### config.mk
export PLATFORM = sky130hd
export DESIGN_NAME = presettable_down_timer
export DESIGN_NICKNAME = d
export VERILOG_FILES = /design/src/logic/down_timer_pkg.sv /design/src/logic/timer_channel.sv /design/src/logic/presettable_down_timer.sv
export VERILOG_INCLUDE_DIRS = /design/src /design/src/logic
export SDC_FILE = /design/constraint.sdc
export NUM_CORES = 1
export LEC_CHECK = 0
export BUFFER_PORTS_ARGS = -buffer_cell sky130_fd_sc_hd__buf_2
export CORE_MARGIN = 3
export CORE_UTILIZATION = 64
export DETAILED_ROUTE_END_ITERATION = 8
export PLACE_DENSITY_LB_ADDON = 0.12
export SETUP_SLACK_MARGIN = 0.15
export SLEW_MARGIN = 20
export SYNTH_ARGS = -nofsm -noshare
export SYNTH_HDL_FRONTEND = slang
export SYNTH_HIERARCHICAL = 1
export SYNTH_SLANG_ARGS = --single-unit
export TNS_END_PERCENT = 50
### constraint.sdc
create_clock -name pclk -period 3.8 [get_ports pclk]
set_clock_uncertainty 0.1 [all_clocks]
set_input_delay 0.76 -clock pclk [delete_from_list [all_inputs] [get_ports pclk]]
set_output_delay 0.76 -clock pclk [all_outputs]
set_load 0.02 [all_outputs]
### src/logic/down_timer_consts.svh
/*
  Register indices, field positions, reset values and divider limits of the
  two-channel presettable down timer.
  Assumes inclusion by bare name from the design modules.
*/
`ifndef DOWN_TIMER_CONSTS_SVH
`define DOWN_TIMER_CONSTS_SVH

// register index = idx, byte address = 4 * idx; idx[9:7] picks the region
`define REGION_GLOBAL    3'h2
`define OFS_CLK          7'h00
`define OFS_TR           7'h02
`define OFS_TC           7'h04
`define OFS_CTL          7'h06
`define OFS_INT          7'h08
`define OFS_IRQ_STAT     7'h10
`define OFS_IRQ_CLR      7'h12
`define OFS_IRQ_EN       7'h14

`define CTL_RUN_BIT      0
`define CTL_PRESET_BIT   1
`define CTL_MODE_BIT     4
`define INT_FLAG_BIT     0
`define INT_EN_BIT       8
`define DIV_SEL_LSB      0
`define DIV_SEL_MSB      3

`define DIV_SEL_RESET    4'h0
`define DIV_SEL_MAX      4'he
`define RELOAD_RESET     16'h0000
`define COUNT_RESET      16'hffff
`define PRESC_WIDTH      14

`endif

### src/logic/down_timer_pkg.sv
/*
  Types shared by the down timer channel and its register front end.
  Assumes down_timer_consts.svh is on the include path.
*/
package down_timer_pkg;

  typedef logic [15:0] word16_t;

  typedef enum logic {
    MODE_REPEAT,
    MODE_ONE_SHOT
  } count_mode_t;

endpackage : down_timer_pkg

### src/logic/timer_channel.sv
/*
  One timer channel: power-of-two prescaler, 16-bit down counter, run state
  and underflow pulse.
  Assumes register strobes arrive as one-cycle pulses on pclk.
*/
`timescale 1ns/1ps
`default_nettype none
`include "down_timer_consts.svh"

module timer_channel
  import down_timer_pkg::*;
#(
  parameter int PRESC_W = `PRESC_WIDTH
) (
  input  wire logic        pclk,
  input  wire logic        presetn,
  input  wire logic [3:0]  div_sel,
  input  wire count_mode_t mode,
  input  wire word16_t     reload,
  input  wire logic        preset_stb,
  input  wire logic        run_wr,
  input  wire logic        run_val,
  output word16_t          count_q,
  output logic             run_q,
  output logic             underflow_q
);

  logic [PRESC_W-1:0] presc_q;
  logic [PRESC_W-1:0] mask;
  logic               tick;
  logic               uf_event;

  // low div_sel bits of the prescaler all set marks one count-clock tick
  assign mask = ~({PRESC_W{1'b1}} << div_sel);                   // [RULE1]
  assign tick = run_q && (div_sel <= `DIV_SEL_MAX)
                && ((presc_q & mask) == mask);                   // [RULE1]
  assign uf_event = tick && (count_q == 16'h0000) && !preset_stb; // [RULE18]

  // prescaler restarts at zero on every start for a whole first period
  always_ff @(posedge pclk or negedge presetn) begin
    if (!presetn) begin
      presc_q <= '0;
    end else if (!run_q) begin
      presc_q <= '0;                                              // [RULE6]
    end else begin
      presc_q <= presc_q + 1'b1;
    end
  end

  always_ff @(posedge pclk or negedge presetn) begin
    if (!presetn) begin
      count_q <= `COUNT_RESET;                                    // [RULE15]
    end else if (preset_stb) begin
      count_q <= reload;                                          // [RULE7]
    end else if (tick) begin
      if (count_q == 16'h0000) begin
        count_q <= reload;                 // [RULE18] [RULE4] [RULE3]
      end else begin
        count_q <= count_q - 16'h0001;                            // [RULE6]
      end
    end
  end

  // a software write in the same cycle beats the one-shot stop
  always_ff @(posedge pclk or negedge presetn) begin
    if (!presetn) begin
      run_q <= 1'b0;
    end else if (run_wr) begin
      run_q <= run_val;                                   // [RULE8] [RULE9]
    end else if (uf_event && mode == MODE_ONE_SHOT) begin
      run_q <= 1'b0;                                              // [RULE5]
    end
  end

  always_ff @(posedge pclk or negedge presetn) begin
    if (!presetn) begin
      underflow_q <= 1'b0;
    end else begin
      underflow_q <= uf_event;                                    // [RULE10]
    end
  end

endmodule : timer_channel

`default_nettype wire

### src/logic/presettable_down_timer.sv
/*
  Two-channel presettable 16-bit down timer with an APB register front end,
  per-channel and summary interrupt requests and serial clock outputs.
  Assumes one clock pclk, an APB master on the same clock and a consumer of
  the one-cycle underflow pulses.
*/
// The APB interface to the registers and the register offsets were chosen for this implementation.
// Overview of operation
// [RULE1] count clock is pclk over 2**select, codes 0..e; f gives no ticks
// [RULE2] software halts the counter before changing the divide select
// [RULE3] each channel has a 16-bit down counter and 16-bit reload value
// [RULE4] repeat mode reloads on underflow and keeps counting
// [RULE5] one-shot mode reloads on underflow, then stops by itself
// [RULE6] start to underflow, and between underflows, is reload+1 ticks
// [RULE7] writing the timer reset strobe presets the counter with reload
// [RULE8] writing run 1 starts counting from the counter's present value
// [RULE9] writing run 0 stops and holds the counter value
// [RULE10] each underflow pulses, reloads and requests an interrupt together; the counter reloads one pclk before underflow_pulse and the flag rise
// [RULE11] the underflow pulse is also driven out as a serial clock
// [RULE12] software configures everything, presets, then sets run
// [RULE13] software presets before run to restart from the reload value
// [RULE14] two identical channels differing only in register addresses
// [RULE15] counter reads back, is not writable, resets to ffff
// [RULE16] underflow sets a flag; request forwarded only when enabled
// [RULE17] writing 1 clears the flag; software clears it before enabling
// [RULE18] a tick at zero is the underflow and loads reload instead of wrap
`timescale 1ns/1ps
`default_nettype none
`include "down_timer_consts.svh"

module presettable_down_timer
  import down_timer_pkg::*;
#(
  parameter int NUM_CH  = 2,
  parameter int ADDR_W  = 12,
  parameter int PRESC_W = `PRESC_WIDTH
) (
  input  wire logic              pclk,
  input  wire logic              presetn,
  input  wire logic              psel,
  input  wire logic              penable,
  input  wire logic              pwrite,
  input  wire logic [ADDR_W-1:0] paddr,
  input  wire logic [31:0]       pwdata,
  input  wire logic [3:0]        pstrb,
  output logic [31:0]            prdata,
  output logic                   pready,
  output logic                   pslverr,
  output logic                   irq,
  output logic [NUM_CH-1:0]      channel_irq,
  output logic [NUM_CH-1:0]      underflow_pulse,
  output logic [NUM_CH-1:0]      serial_clk
);

  // bus decode and response
  logic [ADDR_W-3:0] idx;
  logic [2:0]        region;
  logic [6:0]        ofs;
  logic              setup;
  logic              wr_en;
  logic              mapped;
  logic [15:0]       lane_mask;
  logic [15:0]       wdata16;
  logic [31:0]       rd_data;

  logic [31:0]       prdata_q;
  logic              pready_q;
  logic              pslverr_q;

  assign idx       = paddr[ADDR_W-1:2];
  assign region    = idx[9:7];
  assign ofs       = idx[6:0];
  assign setup     = psel && !penable;
  assign wr_en     = psel && penable && pready_q && pwrite && mapped;
  assign lane_mask = {{8{pstrb[1]}}, {8{pstrb[0]}}};
  assign wdata16   = pwdata[15:0];

  // channel state
  logic [3:0]          div_sel_q   [NUM_CH];
  word16_t             reload_q    [NUM_CH];
  count_mode_t         mode_q      [NUM_CH];
  word16_t             count_w     [NUM_CH];
  logic [NUM_CH-1:0]   run_w;
  logic [NUM_CH-1:0]   uf_w;
  logic [NUM_CH-1:0]   ch_wr;
  logic [NUM_CH-1:0]   preset_stb;
  logic [NUM_CH-1:0]   run_wr;
  logic [NUM_CH-1:0]   flag_q;
  logic [NUM_CH-1:0]   flag_d;
  logic [NUM_CH-1:0]   flag_clr;
  logic [NUM_CH-1:0]   irq_en_q;
  logic [NUM_CH-1:0]   irq_en_d;
  logic                glb_wr;
  logic [NUM_CH-1:0]   channel_irq_q;
  logic [NUM_CH-1:0]   underflow_q;
  logic [NUM_CH-1:0]   serial_clk_q;
  logic                irq_q;

  assign glb_wr = wr_en && (region == `REGION_GLOBAL);

  // unaligned byte addresses and unknown indices answer with an error
  always_comb begin
    mapped = 1'b0;
    if (paddr[1:0] == 2'b00) begin
      if (region < 3'(NUM_CH)) begin
        unique case (ofs)
          `OFS_CLK, `OFS_TR, `OFS_TC, `OFS_CTL, `OFS_INT: begin
            mapped = 1'b1;
          end
          default: begin
            mapped = 1'b0;
          end
        endcase
      end else if (region == `REGION_GLOBAL) begin
        unique case (ofs)
          `OFS_IRQ_STAT, `OFS_IRQ_CLR, `OFS_IRQ_EN: begin
            mapped = 1'b1;
          end
          default: begin
            mapped = 1'b0;
          end
        endcase
      end
    end
  end

  // read mux; reserved bits and write-only fields read zero
  always_comb begin
    rd_data = 32'h0000_0000;
    if (mapped && region < 3'(NUM_CH)) begin
      for (int c = 0; c < NUM_CH; c++) begin
        if (region == 3'(c)) begin
          unique case (ofs)
            `OFS_CLK: begin
              rd_data[`DIV_SEL_MSB:`DIV_SEL_LSB] = div_sel_q[c];
            end
            `OFS_TR: begin
              rd_data[15:0] = reload_q[c];
            end
            `OFS_TC: begin
              rd_data[15:0] = count_w[c];                         // [RULE15]
            end
            `OFS_CTL: begin
              rd_data[`CTL_MODE_BIT] = (mode_q[c] == MODE_ONE_SHOT);
              rd_data[`CTL_RUN_BIT]  = run_w[c];
            end
            `OFS_INT: begin
              rd_data[`INT_EN_BIT]   = irq_en_q[c];
              rd_data[`INT_FLAG_BIT] = flag_q[c];
            end
            default: begin
              rd_data = 32'h0000_0000;
            end
          endcase
        end
      end
    end else if (mapped && region == `REGION_GLOBAL) begin
      if (ofs == `OFS_IRQ_STAT) begin
        rd_data[NUM_CH-1:0] = flag_q;
      end else if (ofs == `OFS_IRQ_EN) begin
        rd_data[NUM_CH-1:0] = irq_en_q;
      end
    end
  end

  // zero-wait slave: data and pready are prepared in the setup cycle
  always_ff @(posedge pclk or negedge presetn) begin
    if (!presetn) begin
      pready_q <= 1'b0;
    end else begin
      pready_q <= setup;
    end
  end

  always_ff @(posedge pclk or negedge presetn) begin
    if (!presetn) begin
      prdata_q <= 32'h0000_0000;
    end else if (setup) begin
      prdata_q <= pwrite ? 32'h0000_0000 : rd_data;
    end
  end

  always_ff @(posedge pclk or negedge presetn) begin
    if (!presetn) begin
      pslverr_q <= 1'b0;
    end else begin
      pslverr_q <= setup && !mapped;
    end
  end

  // per channel registers and timer
  for (genvar g = 0; g < NUM_CH; g++) begin : g_ch                // [RULE14]
    logic ctl_wr;
    logic int_wr;

    assign ch_wr[g]      = wr_en && (region == 3'(g));
    assign ctl_wr        = ch_wr[g] && (ofs == `OFS_CTL) && pstrb[0];
    assign int_wr        = ch_wr[g] && (ofs == `OFS_INT);
    assign preset_stb[g] = ctl_wr && pwdata[`CTL_PRESET_BIT];     // [RULE7]
    assign run_wr[g]     = ctl_wr;                        // [RULE8] [RULE9]

    always_ff @(posedge pclk or negedge presetn) begin
      if (!presetn) begin
        div_sel_q[g] <= `DIV_SEL_RESET;                           // [RULE1]
      end else if (ch_wr[g] && ofs == `OFS_CLK && pstrb[0]) begin
        div_sel_q[g] <= wdata16[`DIV_SEL_MSB:`DIV_SEL_LSB];       // [RULE1]
      end
    end

    always_ff @(posedge pclk or negedge presetn) begin
      if (!presetn) begin
        reload_q[g] <= `RELOAD_RESET;
      end else if (ch_wr[g] && ofs == `OFS_TR) begin
        reload_q[g] <= (reload_q[g] & ~lane_mask)
                       | (wdata16 & lane_mask);                   // [RULE3]
      end
    end

    always_ff @(posedge pclk or negedge presetn) begin
      if (!presetn) begin
        mode_q[g] <= MODE_REPEAT;                                 // [RULE4]
      end else if (ctl_wr) begin
        mode_q[g] <= pwdata[`CTL_MODE_BIT] ? MODE_ONE_SHOT
                                           : MODE_REPEAT; // [RULE4] [RULE5]
      end
    end

    // clear by a 1 in the flag bit or in the summary clear register
    assign flag_clr[g] = (int_wr && pstrb[0] && pwdata[`INT_FLAG_BIT])
                         || (glb_wr && ofs == `OFS_IRQ_CLR && pstrb[0]
                             && pwdata[g]);                       // [RULE17]
    // a new underflow beats a clear in the same cycle
    assign flag_d[g] = uf_w[g] || (flag_q[g] && !flag_clr[g]);    // [RULE16]

    always_comb begin
      irq_en_d[g] = irq_en_q[g];
      if (int_wr && pstrb[1]) begin
        irq_en_d[g] = pwdata[`INT_EN_BIT];
      end else if (glb_wr && ofs == `OFS_IRQ_EN && pstrb[0]) begin
        irq_en_d[g] = pwdata[g];
      end
    end

    timer_channel #(
      .PRESC_W     (PRESC_W)
    ) u_channel (
      .pclk        (pclk),
      .presetn     (presetn),
      .div_sel     (div_sel_q[g]),
      .mode        (mode_q[g]),
      .reload      (reload_q[g]),
      .preset_stb  (preset_stb[g]),
      .run_wr      (run_wr[g]),
      .run_val     (pwdata[`CTL_RUN_BIT]),
      .count_q     (count_w[g]),
      .run_q       (run_w[g]),
      .underflow_q (uf_w[g])
    );
  end

  // interrupt flags and requests
  always_ff @(posedge pclk or negedge presetn) begin
    if (!presetn) begin
      flag_q <= '0;
    end else begin
      flag_q <= flag_d;                                           // [RULE16]
    end
  end

  always_ff @(posedge pclk or negedge presetn) begin
    if (!presetn) begin
      irq_en_q <= '0;                                             // [RULE16]
    end else begin
      irq_en_q <= irq_en_d;
    end
  end

  // requests follow the next flag value so they rise with the flag
  always_ff @(posedge pclk or negedge presetn) begin
    if (!presetn) begin
      channel_irq_q <= '0;
    end else begin
      channel_irq_q <= flag_d & irq_en_d;                 // [RULE10] [RULE16]
    end
  end

  always_ff @(posedge pclk or negedge presetn) begin
    if (!presetn) begin
      irq_q <= 1'b0;
    end else begin
      irq_q <= |(flag_d & irq_en_d);                              // [RULE16]
    end
  end

  // pulse outputs
  always_ff @(posedge pclk or negedge presetn) begin
    if (!presetn) begin
      underflow_q <= '0;
    end else begin
      underflow_q <= uf_w;                                        // [RULE10]
    end
  end

  always_ff @(posedge pclk or negedge presetn) begin
    if (!presetn) begin
      serial_clk_q <= '0;
    end else begin
      serial_clk_q <= uf_w;                                       // [RULE11]
    end
  end

  assign prdata          = prdata_q;
  assign pready          = pready_q;
  assign pslverr         = pslverr_q;
  assign irq             = irq_q;
  assign channel_irq     = channel_irq_q;
  assign underflow_pulse = underflow_q;
  assign serial_clk      = serial_clk_q;

endmodule : presettable_down_timer

`default_nettype wire

# == After elaboration in Yosys (flattened, before gate mapping) ==
# Cells that the tools add are included.
# word_totals
wordCells,171
regBits,149
inputBits,53
# op_classes
n_mux,43
eq_ne,11
n_shift,2
n_addsub,4
order_cmp,3
n_bitwise,11
reduce_logical,75
# ops
operator,count
16-bit 2-to-1 mux,8
32-bit 2-to-1 mux,2
1-bit logical AND,49
16-bit bitwise AND,3
16-bit logical NOT,2
16-bit bitwise OR,2
16-bit by 1-bit subtractor with 16-bit output (second input constant),2
30-bit 2-to-1 mux,1
14-bit by 1-bit adder with 14-bit output (second input constant),2
14-bit bitwise AND,2
14-bit equality test,2
14-bit 2-to-1 mux,2
14-bit inverter,2
14-bit by 4-bit << shifter with 14-bit output (first input constant),2
7-bit by 5-bit equality test with 1-bit output (second input constant),3
7-bit case mux with 3 select lines,1
3-bit case mux with 3 select lines,2
16-bit inverter,1
7-bit by 3-bit equality test with 1-bit output (second input constant),2
1-bit 2-to-1 mux,14
7-bit case mux with 2 select lines,1
3-bit case mux with 4 select lines,1
1-bit case mux with 5 select lines,2
4-bit <= comparator (second input constant),2
other kinds (19),39

# == Logic depth before layout (Yosys ltp) ==
# depth
word_depth,17
depth_mapped,12

# == By module ==
# Netlist, hierarchy kept.
# modules_own_cells
module,area_per_inst_um2,instances,cells_per_inst
presettable_down_timer,3679.8,1,336
timer_channel (g_ch[0].u_channel),2152.1,1,243
timer_channel (g_ch[1].u_channel),2078.2,1,224

# == Worst setup path after synthesis ==
# OpenSTA, ideal clock, no wires.
# synth_path
path_type,input -> register
from,input paddr[3]
to,register g_ch[0].u_channel.count_q[14]
n_path_buf,2
slack_ps,487
arrival_time_ps,3120
setup_time_ps,93
stages,12
path_cell_list,clkbuf_1 > o21ai_0 > and4_1 > nand3_1 > nor3_1 > and2_1 > clkinv_1 > o21a_1 > buf_6 > mux2_1 > a21oi_1 > a221oi_2
# synth_between
elab_chain_len,12
# synth_rtl
element,line,text
from (decl),presettable_down_timer.sv:43,"input wire logic [ADDR_W-1:0] paddr,"
7-bit by 5-bit equality test with 1-bit output,presettable_down_timer.sv:115,unique case (ofs)
3-bit OR reduction,presettable_down_timer.sv:115,
1-bit 2-to-1 mux,presettable_down_timer.sv:115,
1-bit 2-to-1 mux,presettable_down_timer.sv:114,end else if (region == `REGION_GLOBAL) begin
1-bit 2-to-1 mux,presettable_down_timer.sv:105,if (region < 3'(NUM_CH)) begin
1-bit 2-to-1 mux,presettable_down_timer.sv:104,if (paddr[1:0] == 2'b00) begin
1-bit logical AND,presettable_down_timer.sv:74,assign wr_en = psel && penable && pready_q && pwrite && mapped;
1-bit logical AND,presettable_down_timer.sv:196,assign ch_wr[g] = wr_en && (region == 3'(g));
1-bit logical AND * (2 in a row),presettable_down_timer.sv:197,assign ctl_wr = ch_wr[g] && (ofs == `OFS_CTL) && pstrb[0];
net g_ch[0].ctl_wr,presettable_down_timer.sv:193,logic ctl_wr;
1-bit logical AND *,presettable_down_timer.sv:199,assign preset_stb[g] = ctl_wr && pwdata[`CTL_PRESET_BIT];
net preset_stb[0],presettable_down_timer.sv:86,logic [NUM_CH-1:0] preset_stb;
16-bit 2-to-1 mux / 2-bit nonzero test (equally long branches),-,
to (signal assigned),timer_channel.sv:52,count_q <= `COUNT_RESET;
to (signal assigned),timer_channel.sv:54,count_q <= reload;
to (signal assigned),timer_channel.sv:57,count_q <= reload;
to (decl),timer_channel.sv:23,"output word16_t count_q,"
# The timed path passes the listed nets; every way through them passes the cells marked *.
# A chain may end at the register's enable or synchronous reset.

# == Final worst setup path ==
# layout_path
from,input paddr[7]
to,register g_ch[1].u_channel.count_q[0]
# layout_between
elab_chain_len,12
# layout_rtl
element,line
7-bit by 5-bit equality test with 1-bit output,presettable_down_timer.sv:115
3-bit OR reduction,presettable_down_timer.sv:115
1-bit 2-to-1 mux,presettable_down_timer.sv:115
1-bit 2-to-1 mux,presettable_down_timer.sv:114
1-bit 2-to-1 mux,presettable_down_timer.sv:105
1-bit 2-to-1 mux,presettable_down_timer.sv:104
1-bit logical AND,presettable_down_timer.sv:74
1-bit logical AND,presettable_down_timer.sv:196
1-bit logical AND * (2 in a row),presettable_down_timer.sv:197
net g_ch[1].ctl_wr,presettable_down_timer.sv:193
1-bit logical AND *,presettable_down_timer.sv:199
net preset_stb[1],presettable_down_timer.sv:86
16-bit 2-to-1 mux / 2-bit nonzero test (equally long branches),-
to (signal assigned),timer_channel.sv:52
to (signal assigned),timer_channel.sv:54
to (signal assigned),timer_channel.sv:57
to (decl),timer_channel.sv:23
# Marked as above.

==> results.rst <==
.. list-table::
   :header-rows: 1

   * - Metric
     - Value
   * - Outcome
     - finished, final reports clean
   * - Number of hold-repair buffers added at the cts stage
     - 0
   * - P_leak
     - 0.00371 µW
   * - Kind of cell adding the most delay to the critical path
     - simple AND/OR/NAND/NOR gates
   * - Post-CTS sizing
     - 0
   * - Worst reg-to-reg path cell count
     - 5
   * - Number of top-level pins
     - between 90 and 100
   * - Overall track demand over capacity in global routing
     - 0.323
   * - Cell accounting for the most synthesized area
     - sky130_fd_sc_hd__dfrtp_1
   * - Critical path buffer and inverter count
     - 2
   * - Maximum ir drop on the vdd rail
     - 0.000433 V
   * - Highest cell delay on the worst timing path
     - 0.59 ns
   * - Share of final-layout standard cells stronger than drive strength 1
     - 0.252
   * - Die extent in x
     - between 100 and 150 µm
   * - HPWL Detailed
     - 15000 µm
   * - Post-synthesis instance total
     - 803
   * - RSZ-0062 raised after global routing
     - false
   * - Post-CTS setup-driven buffer insertion count
     - 0
   * - Classification of the worst setup path
     - primary input to flip-flop
   * - Number of enable flip-flop cells after synthesis
     - 0
   * - Worst Tran Pin Value
     - 0.778 ns
   * - Core region area
     - 11800 µm²
   * - Leading cell types in the layout, fill and taps excluded
     - 101 x sky130_fd_sc_hd__dfrtp_1, 58 x sky130_fd_sc_hd__buf_2, 54 x sky130_fd_sc_hd__nor2_1
   * - TritonCTS Sinks
     - 133
   * - Primary flip-flop cell chosen by synthesis mapping
     - sky130_fd_sc_hd__dfrtp_1
   * - Number of antenna violations at the first check in global routing
     - 0
   * - Top cell type's share of synthesized area
     - 0.320
   * - Number of unique standard cell types used by synthesis
     - slightly above 90
   * - Final wirelength
     - between 20000 and 25000 µm
   * - Worst R2R Start
     - g_ch[1].u_channel/run_q
   * - Worst-skew pair later-pin latency
     - 0.43 ns
   * - Element type at the critical path end
     - flip-flop
   * - Number of global-route vias before repair
     - about 6500
   * - Detailed-route DRC error count
     - 0
   * - Clock Path Buffers
     - 2
   * - Area enclosed by the die boundary
     - about 14000 µm²
   * - Final hold viol count
     - 0
   * - CTS clock-pin slew for the worst setup and hold paths
     - 0.06 ns
   * - Async set-or-reset flop fraction in the synthesized netlist
     - 1.00
   * - Synth top area cells
     - sky130_fd_sc_hd__dfrtp_1 32%, sky130_fd_sc_hd__dfstp_2 11%, sky130_fd_sc_hd__mux2_2 6.4%, sky130_fd_sc_hd__nor2_1 2.6%, sky130_fd_sc_hd__nand2_1 2.4%
   * - Synth warn
     - 6
   * - Worst slew margin relative to its limit
     - 0.477
   * - Number of vias per cell after detailed routing
     - 6.75
   * - Initial core utilization
     - 0.673
   * - Minimum clock period
     - between 3 and 4 ns
   * - Deepest level of the CTS H-tree
     - 4
   * - Port-buffer cells
     - 59
   * - Post-synthesis to final-layout area growth
     - 12.2%
   * - Crit Path Max Fanout
     - 13
   * - Library cell used as clock root buffer
     - sky130_fd_sc_hd__clkbuf_16
   * - Period Utilization, post-route
     - 0.799
   * - Total negative setup slack
     - 0 ns
   * - Via total after detailed routing
     - about 7000
   * - Data required time at the worst endpoint
     - between 4 and 5 ns
   * - Final cell count without fillers
     - slightly above 1000
   * - Startpoint of the lowest-slack hold path
     - g_ch[1].u_channel/underflow_q
   * - TritonCTS buffer count
     - 17
   * - Maximum number of pins on one net before global-route repair
     - ~130
   * - CP dominant cell by count
     - sky130_fd_sc_hd__nor3_1
   * - Type of origin of the critical path
     - primary input
   * - Worst EP arrival
     - 3.28 ns
   * - Hold Crit Class
     - flip-flop to flip-flop
   * - Post-detailed-route wirelength per cell
     - approximately 21 µm
   * - First-pass DRT Iterations
     - 6
   * - Post-Syn Area per Cell
     - 9.85 µm²
   * - Reg-to-reg endpoint
     - g_ch[1].u_channel/count_q[14]
   * - Number of stages on the worst hold path
     - 0
   * - Power, Total
     - 3230 µW
   * - Layout net count
     - 915
   * - Slowest cell on crit path
     - sky130_fd_sc_hd__or4_4
   * - Proportion of synthesized chip area in sequential cells
     - 0.426
   * - Routability cong.
     - about 0.95
   * - Maxcap violations
     - 0
   * - Clock tree from TritonCTS
     - yes
   * - Utilization after layout
     - 0.754
   * - ANT nets after route
     - 0
   * - Worst-path cell chain
     - buf_2 > or4_4 > nor3_1 > and3_1 > and2_1 > inv_1 > a21oi_1 > nor3_1 > a221o_1
   * - Final worst hold slack
     - between 0.3 and 0.4 ns
   * - Number of placement rows
     - 39
   * - End point of the worst hold path
     - serial_clk[1]
   * - Number of cells after detailed placement
     - 1002
   * - Syn Std Cell Area
     - 7910 µm²
   * - Fill count
     - 803
   * - Power density over the cells
     - between 300 and 400 nW/µm²
   * - R2R Setup Slk
     - 0.90 ns
   * - Synthesized flop and latch total
     - 133
   * - Die height
     - 117 µm
   * - Total setup violations reported at the end of the flow
     - 0
   * - Maximum clock rate
     - about 330 MHz
   * - Drt initial violations
     - 931
   * - Leading cell type in the layout, fill and taps excluded
     - sky130_fd_sc_hd__dfrtp_1
   * - Number of antenna repair diodes
     - 0
   * - First-pass GRT wire length
     - 34100 µm
   * - Max Slew Vio Count
     - 0
   * - Sum of overflow across all layers after global routing
     - 0
## Yosys cell counts (9+ instances only)
library cell / number
sky130_fd_sc_hd__buf_4: 19
sky130_fd_sc_hd__inv_1: 29
sky130_fd_sc_hd__a22o_1: 17
sky130_fd_sc_hd__dfrtp_1: 101
sky130_fd_sc_hd__and3_1: 9
sky130_fd_sc_hd__o21ai_0: 19
sky130_fd_sc_hd__mux2i_1: 10
sky130_fd_sc_hd__xnor2_1: 16
sky130_fd_sc_hd__nor3_1: 22
sky130_fd_sc_hd__nor4_1: 12
sky130_fd_sc_hd__nor2_1: 54
sky130_fd_sc_hd__clkbuf_1: 23
sky130_fd_sc_hd__a22oi_1: 23
sky130_fd_sc_hd__nand2_1: 50
sky130_fd_sc_hd__o22ai_1: 11
sky130_fd_sc_hd__and2_1: 29
sky130_fd_sc_hd__dfstp_2: 32
sky130_fd_sc_hd__mux2_2: 45
sky130_fd_sc_hd__nand3_1: 25
sky130_fd_sc_hd__nand4_1: 13
sky130_fd_sc_hd__or3_1: 13
sky130_fd_sc_hd__a21oi_1: 35
## worst max-delay path by stage
stage,start,endpoint,depth (start not counted),slack (ns)
global placement,paddr[7],g_ch[1].u_channel/count_q[0],9,0.48
detailed placement,paddr[7],g_ch[1].u_channel/count_q[0],9,0.39
global route,paddr[4],g_ch[0].u_channel/count_q[3],12,0.61
floorplan,paddr[3],g_ch[0].u_channel/count_q[14],12,0.49
CTS,paddr[7],g_ch[1].u_channel/count_q[0],9,0.82
finish,paddr[7],g_ch[1].u_channel/count_q[0],9,0.76
## kinds of logic (layout without fill, tap and decap cells)
family / Yosys count / count (layout) / synth area share
other: 1 / 16 / 0.000474
AO/OA/AOI/OAI: 213 / 213 / 0.202
XOR/XNOR: 20 / 20 / 0.0221
flip-flops: 133 / 133 / 0.426
multiplexers: 56 / 56 / 0.0781
adder cells (fa/ha/maj): 5 / 5 / 0.00791
buffers and inverters: 88 / 140 / 0.0584
AND/OR/NAND/NOR: 287 / 287 / 0.206
## metal layers
metal / up-vias / GRT usage / wire length, µm
met3: 44 / 0.0535 / 1750
met5: - / 0 / 0
met2: 381 / 0.501 / 10300
li1: 3091 / - / -
met4: 0 / 0.125 / 491
met1: 3461 / 0.458 / 8840
## power breakdown
part	internal, µW	switching (µW)
combinational	33.4	103
clock	1040	632
sequential	1420	0.538
## per-stage QoR
step                area, µm²  setup WS (ns)
finish                   8870          0.764
global route             8870          0.612
CTS                      8870          0.819
detailed placement       8270          0.394
global placement         8270          0.478
floorplan                7970          0.487
## cell type report
class	instances	area [µm²]	share of cell area
clock buffers	19	443	0.0499
clock inverters	13	158	0.0178
well taps	164	205	0.0231
multi-input cells	597	4140	0.466
flip-flops and latches	133	3370	0.380
inverters	31	116	0.0131
repair buffers	77	445	0.0502
No activity file was read; power rests on OpenSTA's default activity.
